## src/hw/amp_strap_map.svh

```systemverilog
// constants for the strap and sleep control logic of the amplifier
`ifndef AMP_STRAP_MAP_SVH
`define AMP_STRAP_MAP_SVH

// clock period of mclk and the sleep ramp time
`define CLK_PERIOD_NS 40
`define RAMP_TIME_NS 10000
`define RAMP_CYCLES (`RAMP_TIME_NS / `CLK_PERIOD_NS)

// gain strap codes
`define GAIN_CODE_19P2 2'h0
`define GAIN_CODE_22P6 2'h1
`define GAIN_CODE_25 2'h2
`define GAIN_CODE_SOFTWARE 2'h3

// digital path settings forced under strap control
`define BOOST_CODE_6DB 2'h1
`define VOLUME_CODE_0DB 8'hcf

// strap levels and reset values
`define PARALLELED_MONO_BRIDGE_STRAP_LEVEL 1'b1
`define RATE8_STRAP_LEVEL 1'b1
`define RESET_GAIN_STRAP 2'h0
`define RESET_DRIVE_LEVEL 8'h00

`endif

```

## src/hw/amp_strap_pkg.sv

```systemverilog
// types for the strap and sleep control logic of the amplifier
package amp_strap_pkg;

  typedef enum logic [1:0] {
    AGAIN_19P2 = 2'h0,
    AGAIN_22P6 = 2'h1,
    AGAIN_25 = 2'h2
  } analog_gain_type;

  typedef struct packed {
    analog_gain_type analog_gain;
    logic [1:0] boost;
    logic [7:0] volume;
  } gain_cfg_type;

  typedef struct packed {
    logic paralleled_mono_bridge;
    logic right_channel_source;
    logic rate_16x;
  } out_cfg_type;

  typedef enum logic [3:0] {
    ST_OFF = 4'h1,
    ST_RAMP_UP = 4'h2,
    ST_ON = 4'h4,
    ST_RAMP_DOWN = 4'h8
  } ramp_state_type;

endpackage : amp_strap_pkg

```

## src/hw/output_ramp.sv

```systemverilog
// graceful start and stop of the output stage switching
`timescale 1ns/1ps
`include "amp_strap_map.svh"
module output_ramp
  import amp_strap_pkg::*;
(
  // clock and reset
  input wire logic mclk,
  input wire logic rst_n,
  // requests
  input wire logic run,
  input wire logic stop_now,
  // output stage
  output logic switching_en,
  output logic output_hiz,
  output logic [7:0] drive_level
);

  localparam logic [7:0] LEVEL_MAX = 8'(`RAMP_CYCLES);

  ramp_state_type state_reg;
  ramp_state_type state_next;
  logic [7:0] level_reg;

  always_comb
  begin
    state_next = state_reg;
    case (state_reg)
      ST_OFF:
        if (run)
          state_next = ST_RAMP_UP;
      ST_RAMP_UP:
        if (!run)
          state_next = ST_RAMP_DOWN;
        else if (level_reg == LEVEL_MAX)
          state_next = ST_ON;
      ST_ON:
        if (!run)
          state_next = ST_RAMP_DOWN;
      ST_RAMP_DOWN:
        if (run)
          state_next = ST_RAMP_UP;
        else if (level_reg == 8'h00)
          state_next = ST_OFF;
      default:
        state_next = ST_OFF;
    endcase
    // shutdown drops the stage at once; an artifact is accepted there
    if (stop_now)
      state_next = ST_OFF;
  end

  always_ff @(posedge mclk)
  begin
    if (!rst_n)
      state_reg <= ST_OFF;
    else
      state_reg <= state_next;
  end

  always_ff @(posedge mclk)
  begin
    if (!rst_n || stop_now)
      level_reg <= `RESET_DRIVE_LEVEL;
    else if (state_reg == ST_RAMP_UP && level_reg != LEVEL_MAX)
      level_reg <= level_reg + 8'h01;
    else if (state_reg == ST_RAMP_DOWN && level_reg != 8'h00)
      level_reg <= level_reg - 8'h01;
  end

  assign switching_en = (state_reg != ST_OFF);
  assign output_hiz = (state_reg == ST_OFF);
  assign drive_level = level_reg;

endmodule : output_ramp

```

## src/hw/amp_strap_control.sv

```systemverilog
// strap decode, control mode select, pin sharing and sleep of the amplifier
`timescale 1ns/1ps
`include "amp_strap_map.svh"
// Notes on behaviour
// strap mode sleep pin high ramps output stage gracefully to non-switching high-z
// signal path keeps running while asleep for a fast restart
// sleep stops output switching, unlike balanced mute which keeps switching
// controller should assert sleep before stopping audio or supplies
// gain straps 00, 01, 10 select 19.2, 22.6, 25 dBV analog gain
// digital boost stays at plus six decibels for every strap gain
// strap mode volume stays at unity and never changes
// gain straps 11 select software mode, gain taken from the i2c port
// software mode turns bridge strap into i2c clock, rate strap into data
// gain straps are captured once after reset and then held
// shutdown pin low enters shutdown in both modes, high leaves it
// strap mode rate pin low gives 16x, high gives 8x sample rate
// strap mode bridge pin high gives paralleled mono, low stereo bridge
// paralleled mono under strap control takes the right channel
module amp_strap_control
  import amp_strap_pkg::*;
(
  // clock and reset
  input wire logic mclk,
  input wire logic rst_n,
  // board straps and control pins
  input wire logic [1:0] gain_strap_pins,
  input wire logic sleep_or_address_strap,
  input wire logic amp_shutdown_n,
  input wire logic bridge_mode_or_i2c_clock,
  // shared rate strap and i2c data pin
  input wire logic switch_rate_or_i2c_data_in,
  output logic switch_rate_or_i2c_data_out,
  output logic switch_rate_or_i2c_data_oe,
  // i2c control port side
  output logic i2c_enable,
  output logic i2c_scl_in,
  output logic i2c_sda_in,
  input wire logic i2c_sda_pull_low,
  input wire gain_cfg_type sw_gain_cfg,
  input wire out_cfg_type sw_out_cfg,
  input wire logic sw_sleep,
  input wire logic sw_balanced_mute,
  // settings to the audio path
  output gain_cfg_type gain_cfg,
  output out_cfg_type out_cfg,
  output logic software_mode,
  output logic balanced_mute,
  // power state
  output logic shutdown_active,
  output logic signal_path_en,
  output logic sleep_active,
  // output stage
  output logic switching_en,
  output logic output_hiz,
  output logic [7:0] drive_level
);

  function automatic gain_cfg_type decode_gain(input logic [1:0] code);
    gain_cfg_type cfg;
    cfg.boost = `BOOST_CODE_6DB;
    cfg.volume = `VOLUME_CODE_0DB;
    case (code)
      `GAIN_CODE_22P6: cfg.analog_gain = AGAIN_22P6;
      `GAIN_CODE_25: cfg.analog_gain = AGAIN_25;
      default: cfg.analog_gain = AGAIN_19P2;
    endcase
    return cfg;
  endfunction : decode_gain

  // lines handed to the i2c port rest high while the straps own the pins
  function automatic logic shared_pin(input logic sw_mode, input logic pin);
    return sw_mode ? pin : 1'b1;
  endfunction : shared_pin

  logic captured_reg;
  logic [1:0] gain_strap_reg;
  logic software_mode_reg;
  logic sleep_reg;
  logic shutdown_reg;
  gain_cfg_type gain_cfg_reg;
  out_cfg_type out_cfg_reg;
  out_cfg_type hw_out_cfg;
  gain_cfg_type hw_gain_cfg;
  logic sleep_request;
  logic mute_reg;
  logic run_stage;

  // straps are caught on the first edge after reset release, never under reset
  always_ff @(posedge mclk)
  begin
    if (!rst_n)
      captured_reg <= 1'b0;
    else
      captured_reg <= 1'b1;
  end

  // later strap changes are ignored so the mode cannot flip mid-stream
  always_ff @(posedge mclk)
  begin
    if (!rst_n)
      gain_strap_reg <= `RESET_GAIN_STRAP;
    else if (!captured_reg)
      gain_strap_reg <= gain_strap_pins;
  end

  always_ff @(posedge mclk)
  begin
    if (!rst_n)
      software_mode_reg <= 1'b0;
    else if (!captured_reg)
      software_mode_reg <= (gain_strap_pins == `GAIN_CODE_SOFTWARE);
  end

  // pin sharing: the i2c port sees idle-high lines in strap mode
  always_comb
  begin
    i2c_enable = software_mode_reg;
    i2c_scl_in = shared_pin(software_mode_reg, bridge_mode_or_i2c_clock);
    i2c_sda_in = shared_pin(software_mode_reg, switch_rate_or_i2c_data_in);
    // open drain: the pin is only pulled low, never driven high
    switch_rate_or_i2c_data_out = 1'b0;
    switch_rate_or_i2c_data_oe = software_mode_reg & i2c_sda_pull_low;
  end

  // strap mode output configuration
  // rate and bridge straps are read live; only the gain straps are latched
  always_comb
  begin
    hw_out_cfg.paralleled_mono_bridge =
      (bridge_mode_or_i2c_clock == `PARALLELED_MONO_BRIDGE_STRAP_LEVEL);
    hw_out_cfg.right_channel_source = hw_out_cfg.paralleled_mono_bridge;
    hw_out_cfg.rate_16x = (switch_rate_or_i2c_data_in != `RATE8_STRAP_LEVEL);
  end

  // strap mode gain settings, fixed once the straps are caught
  always_comb
  begin
    hw_gain_cfg = decode_gain(gain_strap_reg);
  end

  always_ff @(posedge mclk)
  begin
    if (!rst_n)
      gain_cfg_reg <= decode_gain(`RESET_GAIN_STRAP);
    else if (software_mode_reg)
      gain_cfg_reg <= sw_gain_cfg;
    else
      gain_cfg_reg <= hw_gain_cfg;
  end

  // in software mode the shared pins carry i2c, so they cannot steer the stage
  always_ff @(posedge mclk)
  begin
    if (!rst_n)
      out_cfg_reg <= '0;
    else if (software_mode_reg)
      out_cfg_reg <= sw_out_cfg;
    else
      out_cfg_reg <= hw_out_cfg;
  end

  // shutdown pin is honoured in both control modes
  always_ff @(posedge mclk)
  begin
    if (!rst_n)
      shutdown_reg <= 1'b1;
    else
      shutdown_reg <= !amp_shutdown_n;
  end

  // the sleep pin doubles as an address strap in software mode
  always_comb
  begin
    if (software_mode_reg)
      sleep_request = sw_sleep;
    else
      sleep_request = sleep_or_address_strap;
  end

  always_ff @(posedge mclk)
  begin
    if (!rst_n)
      sleep_reg <= 1'b0;
    else
      sleep_reg <= sleep_request;
  end

  // balanced mute silences the output but leaves the stage switching
  always_ff @(posedge mclk)
  begin
    if (!rst_n)
      mute_reg <= 1'b0;
    else
      mute_reg <= software_mode_reg & sw_balanced_mute;
  end

  // controller is expected to sleep first so the ramp finishes cleanly
  // an early shutdown still stops the stage, at the cost of a click
  assign run_stage = captured_reg & !sleep_reg & !shutdown_reg;

  // one ramp serves sleep and wake; shutdown bypasses it through stop_now
  output_ramp output_ramp_inst (
    .mclk(mclk),
    .rst_n(rst_n),
    .run(run_stage),
    .stop_now(shutdown_reg),
    .switching_en(switching_en),
    .output_hiz(output_hiz),
    .drive_level(drive_level)
  );

  assign gain_cfg = gain_cfg_reg;
  assign out_cfg = out_cfg_reg;
  assign software_mode = software_mode_reg;
  assign balanced_mute = mute_reg;

  // the signal path stays up through sleep so that wake is quick
  assign shutdown_active = shutdown_reg;
  assign signal_path_en = !shutdown_reg;
  assign sleep_active = sleep_reg & !shutdown_reg;

endmodule : amp_strap_control

```

## config.mk

```make
export PLATFORM = sky130hd
export DESIGN_NAME = amp_strap_control
export DESIGN_NICKNAME = d
export VERILOG_FILES = /design/src/hw/amp_strap_pkg.sv /design/src/hw/output_ramp.sv /design/src/hw/amp_strap_control.sv
export VERILOG_INCLUDE_DIRS = /design/src /design/src/hw
export SDC_FILE = /design/constraint.sdc
export NUM_CORES = 1
export LEC_CHECK = 0
export BUFFER_PORTS_ARGS = -buffer_cell sky130_fd_sc_hd__buf_2
export CORE_MARGIN = 10
export CORE_UTILIZATION = 53
export DETAILED_ROUTE_END_ITERATION = 8
export PLACE_DENSITY = 0.84
export SYNTH_ARGS = -nofsm -noshare
export SYNTH_HDL_FRONTEND = slang
export SYNTH_SLANG_ARGS = --single-unit
export TNS_END_PERCENT = 20
```

## constraint.sdc

```tcl
create_clock -name mclk -period 4.02 [get_ports mclk]
set_input_delay 0.603 -clock mclk [delete_from_list [all_inputs] [get_ports mclk]]
set_output_delay 0.603 -clock mclk [all_outputs]
set_load 0.01 [all_outputs]
```

==> results_dict.tcl <==
set metrics [dict create \
    status "finished, final reports clean" \
    final_cells 293 \
    wirelength_mm 4.262 \
    initial_core_util 0.5645 \
    synth_enable_flop_cells 0 \
    cp-start-kind "flop" \
    fin_skew_ns 0.01018 \
    hold_buffers 0 \
    htree_num_levels 2 \
    cp.arrival_ns 3.18 \
    yosysWarnings 0 \
    criticalPathCategory "flop to flop" \
    max_cap_viol_count 0 \
    whs_ns 0.4294 \
    postLayoutCellArea_mm2 0.002093 \
    synth_seq_cells 34 \
    yosys.area.top_type "dfxtp_1" \
    async_reset_ff_frac 0 \
    ys.flop_type "dfxtp_1" \
    syn_avg_cell_area_um2 9.029 \
    dp_hpwl_mm 3.306 \
    syn_inst 194 \
    dr.pass1.iters 4 \
    multi_input_area_um2 979.7 \
    fillers 280 \
    place_inst 285 \
    critical_path.top_delay_family "simple AND/OR/NAND/NOR gates" \
    max_stage_delay_ns 0.59 \
    timing.final.crit_share 0.7242 \
    cts_setup_buffers 0 \
    drt_iter0_drc 84 \
    port_buffers 59 \
    drive_above_1_share 0.3133 \
    num_vias 1628 \
    cp_data_required_time_ns 4.29 \
    cts.clk_slew.worst_paths_ns 0.10 \
    grt_usage 0.1400 \
    syn_to_final_growth_pct 19.50 \
    vias_per_cell 5.556 \
    first_global_vias 1642 \
    fin_tns_setup_ns 0 \
    register_area_um2 680.7 \
    max-vdd-ir-drop_uv 195.4 \
    rows 20 \
    cts_resized 0 \
    synth_top_area_frac 0.3886 \
    fp.dieH_um 77.49 \
    p_leak_nw 0.9150 \
    hold_path_class "primary input to flop" \
    fmax_mhz 343.5 \
    rsz0062_at_grt "no" \
    syn-cell-area_mm2 0.001752 \
    wl_per_cell_um 14.55 \
    clk_latency_ns 0.33 \
    nets 281 \
    die_x_um 77.49 \
    cp_num_buf_inv 0 \
    clock-sinks 34 \
    largest_register_ff_count 12 \
    slowest_stage "or4b_1" \
    endpoint_kind "flop" \
    postRouteAntennaNets 0 \
    synth.distinct_cells 53 \
    final_max_slew_viol_count 0 \
    synth_area_leaders "dfxtp_1 (39%), nor2b_1 (5.4%), ha_1 (4.3%), a21oi_1 (3.1%), o21ai_0 (2.9%)" \
    die_area_mm2 0.006005 \
    ios 61 \
    crit_path_cell_trace "or4b_1 > a41o_2 > ha_1 > nor2b_1 > or3b_2 > a32o_1 > a21oi_1" \
    gr-total-overflow 0 \
    relSlewSlack 0.4977 \
    hold_violations 0 \
    synth_nets 227 \
    coreArea_mm2 0.003103 \
    worst_pin_slew_ns 0.7519 \
    finalCriticalPeriod_ns 2.911 \
    root_buffer "clkbuf_4" \
    drc 0 \
    ys_seq_area_frac 0.3886 \
    antenna_found_initial 0 \
    p_per_area_mw_per_mm2 282.0 \
    place.gp.congestion 0.8340 \
    cts_buffers 5 \
    antennaDiodeCount 0 \
    grt_pass1_wl_mm 7.162 \
    power_w 0.0005902 \
    placed_area_mm2 0.002033 \
    cts_tree "yes" \
    setup_viol 0 \
    clockBufferDepth 2 \
    critPathMaxFanout 19 \
    grt_start_max_net_pins 22 \
]
layout make-up:
cell class / count / area share
clock buffers: 7 / 0.02630
clock inverters: 1 / 0.002391
inverters: 6 / 0.01076
multi-input cells: 142 / 0.4680
flip-flops and latches: 34 / 0.3252
well taps: 44 / 0.02630
repair buffers: 59 / 0.1411
metrics by stage:
step | worst slack [ns] | util
after floorplan | 1.346 | -
after global placement | 1.237 | 0.6552
after detailed placement | 1.171 | 0.6552
after CTS | 1.143 | 0.6746
after global routing | 0.9855 | 0.6746
final | 1.109 | 0.6746
logic make-up after synthesis:
logic type	Yosys count	share of synthesized area
flops	34	0.3886
xor+xnor	1	0.005001
simple gates	75	0.2514
compound gates	54	0.2236
buf+inv	18	0.05214
mux	4	0.02286
other cells	1	0.002141
fa+ha+maj	7	0.05429
routing by layer:
layer / track usage / wire length [um] / vias up
li1: - / - / 820
met2: 0.2316 / 2009 / 56
met5: 0 / 0 / -
met4: 0.04380 / 36 / 0
met1: 0.1530 / 1817 / 747
met3: 0.07143 / 399 / 5
placed cells by master, fill, tap and decap left out, types with 4 or more instances in the layout:
| cell type | n |
|---|---|
| nand2_1 | 9 |
| ha_1 | 6 |
| a211oi_1 | 4 |
| a21oi_1 | 11 |
| nor2b_1 | 15 |
| o21ai_0 | 10 |
| mux2i_1 | 4 |
| dfxtp_1 | 34 |
| nor2_1 | 7 |
| clkbuf_4 | 5 |
| or2_2 | 8 |
| inv_1 | 5 |
| nand2b_1 | 5 |
| and3_1 | 5 |
| buf_2 | 59 |
| nand3_1 | 6 |
| nor3_1 | 4 |
final timing paths:
check	from	to	slack, ns	cells after the start
worst min register to register	output_ramp_inst.drive_level[6]	output_ramp_inst.drive_level[6]	0.52	2
worst min-delay path	amp_shutdown_n	shutdown_active	0.43	2
worst max-delay path	output_ramp_inst.state_reg[3]	output_ramp_inst.drive_level[5]	1.11	7
worst max register to register	output_ramp_inst.state_reg[3]	output_ramp_inst.drive_level[5]	1.11	7
power by group:
group | total (W) | switching, W | leakage [nW] | internal (W)
Sequential | 0.000350 | 0.00000541 | 0.277 | 0.000344
Combinational | 0.0000458 | 0.0000224 | 0.603 | 0.0000234
Clock | 0.000195 | 0.000110 | 0.0353 | 0.0000848
Yosys cell counts, types with 3 or more instances:
cell type and n:
a211oi_1 4, a21oi_1 11, a22oi_1 3, and3_1 5
clkbuf_1 5, dfxtp_1 34, ha_1 6, inv_1 5
mux2i_1 4, nand2_1 9, nand2b_1 5, nand3_1 6
nor2_1 7, nor2b_1 15, nor3_1 4, nor3b_1 3
o21a_1 3, o21ai_0 10, or2_2 8
Power figures use the tool's default switching activity.
